==> src/modulator_params.svh <==
// Register offsets, field positions, reset values and mux codes of the modulator.
// Assumes inclusion by the main module and the bench only.
`ifndef MODULATOR_PARAMS_SVH
`define MODULATOR_PARAMS_SVH
// ----------------------------------------
// Register byte addresses
// ----------------------------------------
`define MOD_CONTROL_ADDR       8'h00
`define CARRIER_OPTION_ADDR    8'h04
`define HIGH_CARRIER_SEL_ADDR  8'h08
`define LOW_CARRIER_SEL_ADDR   8'h0c
`define MODULATING_SEL_ADDR    8'h10
// ----------------------------------------
// Field positions
// ----------------------------------------
`define ENABLE_BIT             7
`define OUT_STATUS_BIT         5
`define OUTPUT_INVERT_BIT      4
`define SOFT_BIT               0
`define HIGH_INVERT_BIT        5
`define HIGH_SYNC_BIT          4
`define LOW_INVERT_BIT         1
`define LOW_SYNC_BIT           0
// ----------------------------------------
// Writable masks and reset value
// ----------------------------------------
`define MOD_CONTROL_MASK       8'h91
`define CARRIER_OPTION_MASK    8'h33
`define CARRIER_SEL_MASK       8'h07
`define MODULATING_SEL_MASK    8'h0f
`define REG_RESET              8'h00
// ----------------------------------------
// Modulating source codes
// ----------------------------------------
`define SRC_PIN                4'h0
`define SRC_SOFT               4'h1
`endif

==> src/modulator_pkg.sv <==
// Types shared by the modulator design.
// Assumes modulator_params.svh for numeric constants.
package modulator_pkg;
  typedef enum logic [1:0] {SEL_HIGH, SEL_LOW, WAIT_HIGH_FALL, WAIT_LOW_FALL} carrier_state_type;
endpackage

==> src/data_signal_modulator.sv <==
// Data signal modulator: register file on AXI4-Lite and the carrier mixer.
// Assumes all sources arrive asynchronously and pass a two-stage synchroniser.
`include "modulator_params.svh"
module data_signal_modulator (
  input  wire logic        aclk,              // System clock, 25 MHz.
  input  wire logic        aresetn,           // Synchronous reset, active low.
  input  wire logic [7:0]  awaddr,            // Write address.
  input  wire logic        awvalid,           // Write address valid.
  output logic             awready,           // Write address ready.
  input  wire logic [31:0] wdata,             // Write data.
  input  wire logic [3:0]  wstrb,             // Write byte strobes.
  input  wire logic        wvalid,            // Write data valid.
  output logic             wready,            // Write data ready.
  output logic [1:0]       bresp,             // Write response.
  output logic             bvalid,            // Write response valid.
  input  wire logic        bready,            // Write response ready.
  input  wire logic [7:0]  araddr,            // Read address.
  input  wire logic        arvalid,           // Read address valid.
  output logic             arready,           // Read address ready.
  output logic [31:0]      rdata,             // Read data.
  output logic [1:0]       rresp,             // Read response.
  output logic             rvalid,            // Read data valid.
  input  wire logic        rready,            // Read data ready.
  input  wire logic [7:0]  carrier_sources,   // Carrier sources 1..7 in bits 1..7; bit 0 unused.
  input  wire logic        high_carrier_pin,  // Routed high carrier pin.
  input  wire logic        low_carrier_pin,   // Routed low carrier pin.
  input  wire logic [15:0] modulating_sources,// Modulating sources by code; bits 0,1,14,15 unused.
  input  wire logic        modulating_pin,    // Routed modulating pin.
  output logic             modulated_out      // Modulated output pin.
);
  // ----------------------------------------
  // State
  // ----------------------------------------
  typedef struct packed {
    logic [7:0]  mod_control;
    logic [7:0]  carrier_option;
    logic [7:0]  high_sel;
    logic [7:0]  low_sel;
    logic [7:0]  mod_sel;
    logic        aw_held;
    logic [7:0]  aw_addr;
    logic        w_held;
    logic [7:0]  w_data;
    logic        w_lane0;
    logic        bvalid;
    logic [1:0]  bresp;
    logic        rvalid;
    logic [31:0] rdata;
    logic [1:0]  rresp;
    modulator_pkg::carrier_state_type cstate;
    logic        high_prev;
    logic        low_prev;
    logic        out;
  } dsm_state_type;
  dsm_state_type st_r;
  dsm_state_type st_nxt;

  // Synchronised external sources.
  logic [7:0]  carrier_s;
  logic        high_pin_s;
  logic        low_pin_s;
  logic [15:0] mod_s;
  logic        mod_pin_s;

  // ----------------------------------------
  // Input synchronisers
  // ----------------------------------------
  sync2 #(.W(27)) u_sync (
    .aclk     (aclk),
    .aresetn  (aresetn),
    .async_in ({carrier_sources, high_carrier_pin, low_carrier_pin, modulating_sources, modulating_pin}),
    .sync_out ({carrier_s, high_pin_s, low_pin_s, mod_s, mod_pin_s})
  );

  // Picks a carrier; code zero is the side's own routed pin.
  function automatic logic pick_carrier(input logic [2:0] code, input logic pin, input logic [7:0] srcs);
    logic v;
    v = srcs[code];
    if (code == 3'h0) begin
      v = pin;
    end
    return v;
  endfunction

  // Reads one register with unimplemented bits forced to zero.
  function automatic logic [7:0] reg_read(input logic [7:0] addr, input dsm_state_type s, output logic hit);
    logic [7:0] v;
    v   = 8'h00;
    hit = 1'b1;
    unique case (addr)
      `MOD_CONTROL_ADDR: begin
        v = s.mod_control & `MOD_CONTROL_MASK;
        v[`OUT_STATUS_BIT] = s.out;
      end
      `CARRIER_OPTION_ADDR:   v = s.carrier_option;
      `HIGH_CARRIER_SEL_ADDR: v = s.high_sel;
      `LOW_CARRIER_SEL_ADDR:  v = s.low_sel;
      `MODULATING_SEL_ADDR:   v = s.mod_sel;
      default:                hit = 1'b0;
    endcase
    return v;
  endfunction

  // Mixer signals.
  logic enable;
  logic high_c;
  logic low_c;
  logic mod_sig;
  logic use_high;
  logic mixed;

  // ----------------------------------------
  // Source selection and mixing
  // ----------------------------------------
  // Disabled: carriers default to the pins and the source to the soft bit, saving toggling.
  always_comb begin
    enable = st_r.mod_control[`ENABLE_BIT];
    high_c = pick_carrier(enable ? st_r.high_sel[2:0] : 3'h0, high_pin_s, carrier_s)
             ^ st_r.carrier_option[`HIGH_INVERT_BIT];
    low_c  = pick_carrier(enable ? st_r.low_sel[2:0] : 3'h0, low_pin_s, carrier_s)
             ^ st_r.carrier_option[`LOW_INVERT_BIT];
    mod_sig = st_r.mod_control[`SOFT_BIT];
    if (enable) begin
      unique case (st_r.mod_sel[3:0])
        `SRC_PIN:  mod_sig = mod_pin_s;
        `SRC_SOFT: mod_sig = st_r.mod_control[`SOFT_BIT];
        4'he, 4'hf: mod_sig = 1'b0;
        default:   mod_sig = mod_s[st_r.mod_sel[3:0]];
      endcase
    end
    use_high = (st_r.cstate == modulator_pkg::SEL_HIGH) || (st_r.cstate == modulator_pkg::WAIT_HIGH_FALL);
    // Output is the chosen carrier ANDed with the modulating signal, except that a synced
    // high carrier keeps the pulse it is in; otherwise the sync wait would still truncate it.
    mixed = enable & (use_high ? (high_c & (mod_sig | st_r.carrier_option[`HIGH_SYNC_BIT]))
                               : (low_c & mod_sig));
  end

  // ----------------------------------------
  // Bus and carrier state machine
  // ----------------------------------------
  always_comb begin
    logic       hit;
    logic [7:0] rv;
    logic       high_fall;
    logic       low_fall;
    hit = 1'b0;
    rv  = 8'h00;
    high_fall = st_r.high_prev & ~high_c;
    low_fall  = st_r.low_prev & ~low_c;
    st_nxt = st_r;
    st_nxt.high_prev = high_c;
    st_nxt.low_prev  = low_c;

    // Write address and data are taken independently, in either order.
    if (awvalid && !st_r.aw_held) begin
      st_nxt.aw_held = 1'b1;
      st_nxt.aw_addr = awaddr;
    end
    if (wvalid && !st_r.w_held) begin
      st_nxt.w_held  = 1'b1;
      st_nxt.w_data  = wdata[7:0];
      st_nxt.w_lane0 = wstrb[0];
    end
    if (st_r.aw_held && st_r.w_held && !st_r.bvalid) begin
      st_nxt.aw_held = 1'b0;
      st_nxt.w_held  = 1'b0;
      st_nxt.bvalid  = 1'b1;
      st_nxt.bresp   = 2'b00;
      // Masks keep unimplemented bits at zero.
      unique case (st_r.aw_addr)
        `MOD_CONTROL_ADDR:      if (st_r.w_lane0) st_nxt.mod_control    = st_r.w_data & `MOD_CONTROL_MASK;
        `CARRIER_OPTION_ADDR:   if (st_r.w_lane0) st_nxt.carrier_option = st_r.w_data & `CARRIER_OPTION_MASK;
        `HIGH_CARRIER_SEL_ADDR: if (st_r.w_lane0) st_nxt.high_sel       = st_r.w_data & `CARRIER_SEL_MASK;
        `LOW_CARRIER_SEL_ADDR:  if (st_r.w_lane0) st_nxt.low_sel        = st_r.w_data & `CARRIER_SEL_MASK;
        `MODULATING_SEL_ADDR:   if (st_r.w_lane0) st_nxt.mod_sel        = st_r.w_data & `MODULATING_SEL_MASK;
        default:                st_nxt.bresp = 2'b10;
      endcase
    end
    if (st_r.bvalid && bready) begin
      st_nxt.bvalid = 1'b0;
    end

    // Reads answer one cycle after the address is taken.
    if (arvalid && !st_r.rvalid) begin
      rv = reg_read(araddr, st_r, hit);
      st_nxt.rvalid = 1'b1;
      st_nxt.rdata  = {24'h000000, rv};
      st_nxt.rresp  = hit ? 2'b00 : 2'b10;
    end else if (st_r.rvalid && rready) begin
      st_nxt.rvalid = 1'b0;
    end

    // Carrier switch: immediate unless the outgoing carrier's sync bit asks for its falling edge.
    unique case (st_r.cstate)
      modulator_pkg::SEL_HIGH: begin
        if (!mod_sig) begin
          if (st_r.carrier_option[`HIGH_SYNC_BIT] && high_c) begin
            st_nxt.cstate = modulator_pkg::WAIT_HIGH_FALL;
          end else begin
            st_nxt.cstate = modulator_pkg::SEL_LOW;
          end
        end
      end
      modulator_pkg::WAIT_HIGH_FALL: begin
        if (mod_sig) begin
          st_nxt.cstate = modulator_pkg::SEL_HIGH;
        end else if (high_fall || !st_r.carrier_option[`HIGH_SYNC_BIT]) begin
          st_nxt.cstate = modulator_pkg::SEL_LOW;
        end
      end
      modulator_pkg::SEL_LOW: begin
        if (mod_sig) begin
          if (st_r.carrier_option[`LOW_SYNC_BIT] && low_c) begin
            st_nxt.cstate = modulator_pkg::WAIT_LOW_FALL;
          end else begin
            st_nxt.cstate = modulator_pkg::SEL_HIGH;
          end
        end
      end
      modulator_pkg::WAIT_LOW_FALL: begin
        if (!mod_sig) begin
          st_nxt.cstate = modulator_pkg::SEL_LOW;
        end else if (low_fall || !st_r.carrier_option[`LOW_SYNC_BIT]) begin
          st_nxt.cstate = modulator_pkg::SEL_HIGH;
        end
      end
    endcase

    // Output register; disabled forces a low pin after polarity, overriding the output invert bit.
    st_nxt.out = mixed ^ st_r.mod_control[`OUTPUT_INVERT_BIT];
    if (!enable) begin
      st_nxt.out = 1'b0;
    end
  end

  // All state clears on reset, except cstate, which loads SEL_LOW.
  always_ff @(posedge aclk) begin
    if (!aresetn) begin
      st_r <= '0;
      st_r.cstate <= modulator_pkg::SEL_LOW;
    end else begin
      st_r <= st_nxt;
    end
  end

  // ----------------------------------------
  // Outputs
  // ----------------------------------------
  assign awready = !st_r.aw_held;
  assign wready  = !st_r.w_held;
  assign bvalid  = st_r.bvalid;
  assign bresp   = st_r.bresp;
  assign arready = !st_r.rvalid;
  assign rvalid  = st_r.rvalid;
  assign rdata   = st_r.rdata;
  assign rresp   = st_r.rresp;
  assign modulated_out = st_r.out;
endmodule

==> src/sync2.sv <==
// Two flip-flop synchroniser for a bus of asynchronous inputs.
// Assumes the inputs are unrelated to aclk.
module sync2 #(
  parameter int W = 1
) (
  input  wire logic         aclk,      // System clock.
  input  wire logic         aresetn,   // Synchronous reset, active low.
  input  wire logic [W-1:0] async_in,  // Asynchronous inputs.
  output logic      [W-1:0] sync_out   // Synchronised copies.
);
  typedef struct packed {
    logic [W-1:0] first;
    logic [W-1:0] second;
  } sync_state_type;
  sync_state_type st_r;
  sync_state_type st_nxt;

  // The first stage feeds only the second stage.
  always_comb begin
    st_nxt.first  = async_in;
    st_nxt.second = st_r.first;
  end

  // Both stages clear on reset.
  always_ff @(posedge aclk) begin
    if (!aresetn) begin
      st_r <= '0;
    end else begin
      st_r <= st_nxt;
    end
  end

  assign sync_out = st_r.second;
endmodule

==> config.mk <==
export PLATFORM = sky130hd
export DESIGN_NAME = data_signal_modulator
export DESIGN_NICKNAME = d
export VERILOG_FILES = /design/src/modulator_pkg.sv /design/src/data_signal_modulator.sv /design/src/sync2.sv
export VERILOG_INCLUDE_DIRS = /design/src
export SDC_FILE = /design/constraint.sdc
export NUM_CORES = 1
export LEC_CHECK = 0
export ABC_AREA = 1
export BUFFER_PORTS_ARGS = -buffer_cell sky130_fd_sc_hd__buf_4
export CORE_MARGIN = 3
export CORE_UTILIZATION = 30
export CTS_CLUSTER_SIZE = 14
export DETAILED_ROUTE_END_ITERATION = 7
export GPL_ROUTABILITY_DRIVEN = 0
export GPL_TIMING_DRIVEN = 0
export PLACE_DENSITY = 0.64
export SLEW_MARGIN = 25
export SYNTH_ARGS = -nofsm -noshare
export SYNTH_HDL_FRONTEND = slang
export SYNTH_SLANG_ARGS = --single-unit
==> constraint.sdc <==
create_clock -name aclk -period 2 [get_ports aclk]
set_input_delay 0 -clock aclk [delete_from_list [all_inputs] [get_ports aclk]]
set_output_delay 0 -clock aclk [all_outputs]
set_load 0.005 [all_outputs]
==> summary.txt <==
Clocking
  – CTS tree: yes
  – CTS H-tree lvls: 3
  – Cts repair resizes: 0
  – Root Driver: clkbuf_16
  – Cts hold-fix bufs: 43
  – Skew-Pair Late Insertion Delay: 0.34 ns
  – CTS Buffer Depth: 2
  – Post-CTS setup buffer count: 0
  – Clock Pin Slew Worst Setup and Hold Paths: 0.07 ns
  – Num CTS Buffers: 9
  – Clk sink count: 95

Global route
  – First-pass GRT wire length: 15,800 um
  – Vias in the first global route: 3,438
  – Initial antenna violation count: 0
  – Grt ovf: 0
  – All-Layer GR Usage: 0.131
  – Largest net degree at the start of global routing: 19

Floorplan
  – Die extent in y: 124 um
  – Ports: 128
  – Chip width: 124 um
  – Initial Util: 0.309
  – Die area: 0.0153 mm^2
  – Core Area: 0.0134 mm^2
  – Row count: 42

STA
  – Setup TNS: 0 ns
  – Final hold violation count: 0
  – Slew margin rel.: 0.580
  – Slew Limit Fails: 0
  – Worst setup slack after layout: 0.370 ns
  – Worst clock skew: 0.00411 ns
  – Min Tclk post-route: 1.63 ns
  – RSZ-0062 raised after global routing: no
  – Final setup fails: 0
  – Hold WS: 0.0209 ns
  – Worst-margin pin slew: 0.630 ns
  – F_max: 614 MHz
  – Final period utilization: 0.815

Yosys
  – Post-synthesis cell area: 0.00415 mm^2
  – Netlist cell types: 29
  – Largest area contributor in the netlist: dfxtp_1
  – Count leader, synth: nand2_1
  – Synth Instances: 569
  – Post-synth top cells: nand2_1, inv_1, dfxtp_1
  – Sequential area share after synthesis: 0.459
  – Synth area leaders: dfxtp_1, nand2_1, inv_1
  – Synth top area share: 0.459
  – Fraction of registers with async set/reset: 0
  – Avg Inst Size Synth: 7.29 um^2
  – Synthesized flop and latch total: 95
  – EDFF count, synth: 0
  – Yosys warns: 0
  – Primary FF master, synth: dfxtp_1

Power
  – Power per cell area: 793 mW/mm^2
  – Peak VDD IR: 0.359 mV
  – Static Leak: 2.90 nW

Finish
  – Antenna Cells: 0
  – Layout cells sized above 1: 0.201
  – Nets: 802
  – Final Core Density: 0.428
  – Layout area overhead: 38.2%

Setup path
  – Crit path kind: flop to flop
  – Crit start category: flop
  – CP max FO: 7
  – Worst EP arrival: 1.87 ns
  – Setup crit end kind: flop
  – Worst EP required: 2.24 ns

Detailed routing
  – DR pass1 iterations: 4
  – Drt drc: 0
  – Antenna Violating Nets Remaining: 0
  – Vias: 3,652
  – Starting DRT DRC Count: 175
  – Post-Route WL: 9580 um
  – Drt via density: 4.07
  – Routed len/inst: 10.7 um

Placement
  – Post-DP HPWL: 7050 um
  – Port-buffer cells: 67
  – Pre-CTS setup slack: 0.372 ns

Flow run
  – Max-Cap Viols: 0

Run status
  – Status: finished, final reports clean

Min path
  – Hold Path Class: input pin to flop
sequential cells by signal, summed over array words and instances, names as in the netlist:
signal	flops
rvalid	1
st_r	38
enable	1
rdata	7
u_sync.st_nxt	22
rresp	1
bresp	1
u_sync.sync_out	22
bvalid	1
modulated_out	1
report_power, final:
part	leakage, nW	internal [W]	switching, W	total (W)
Clock	0.164	0.00112	0.000781	0.00191
Combinational	1.95	0.000300	0.000298	0.000597
Sequential	0.781	0.00199	0.0000543	0.00204
worst paths after layout:
| check | start | end | slack (ns) | cells past startpoint |
|---|---|---|---|---|
| worst min-delay path | araddr[2] | rdata[7] | 0.02 | 4 |
| worst max register to register | st_r[78] | modulated_out | 0.37 | 13 |
| worst max-delay path | st_r[78] | modulated_out | 0.37 | 13 |
| worst min register to register | u_sync.st_nxt[0] | u_sync.sync_out[0] | 0.41 | 2 |
layout by cell type (no fill, tap or decap), types with 9 or more instances in the layout:
| cell | synthesis | routed |
|---|---|---|
| nor2_1 | 42 | 42 |
| nand3_1 | 28 | 28 |
| dfxtp_1 | 95 | 95 |
| clkbuf_16 | 0 | 9 |
| inv_1 | 101 | 101 |
| dlygate4sd3_1 | 0 | 43 |
| buf_4 | 38 | 105 |
| a21oi_1 | 38 | 38 |
| clkbuf_1 | 11 | 11 |
| o21ai_0 | 39 | 39 |
| conb_1 | 1 | 27 |
| nand2_1 | 125 | 125 |
layer usage:
metal | wire length (um) | global-route usage | vias to the layer above | part of all wire
met5 | 0 | 0 | - | 0
met4 | 97 | 0.0381 | 0 | 0.010
met3 | 308 | 0.0229 | 7 | 0.032
met2 | 4670 | 0.231 | 57 | 0.49
met1 | 4510 | 0.164 | 1590 | 0.47
li1 | - | - | 1998 | -
kinds of logic after synthesis:
| family | Yosys count | synth area share |
|---|---|---|
| flops | 95 | 0.459 |
| compound gates | 89 | 0.115 |
| other cells | 1 | 0.000905 |
| simple gates | 224 | 0.241 |
| buf+inv | 160 | 0.184 |
through the flow:
step / instances / total power [W] / instance area (um^2)
2_1_floorplan: 595 / 0.00243 / 4240
3_3_place_gp: 838 / 0.00261 / 4970
3_5_place_dp: 838 / 0.00261 / 4970
4_1_cts: 897 / 0.00458 / 5730
5_1_grt: 897 / 0.00475 / 5730
6_report: 897 / 0.00455 / 5730
final cells by class:
type | count | area [um^2]
plain buffers | 52 | 355
repair buffers | 110 | 933
multi-input cells | 340 | 1580
clock buffers | 9 | 225
flip-flops and latches | 95 | 1900
fillers | 1364 | 7670
clock inverters | 7 | 109
inverters | 108 | 405
well taps | 176 | 220
critical path: stages (launching register included):
cell	delay (ns)
dfxtp_1	0.38
nand2_1	0.18
inv_1	0.11
nand2_1	0.05
nand2_1	0.05
nand2_1	0.05
nand3_1	0.09
nand2_1	0.05
nand2_1	0.09
nand2_1	0.07
nand2_1	0.10
nand3_1	0.11
a21oi_1	0.13
nor2_1	0.06
(Power assumes the default switching activity.)
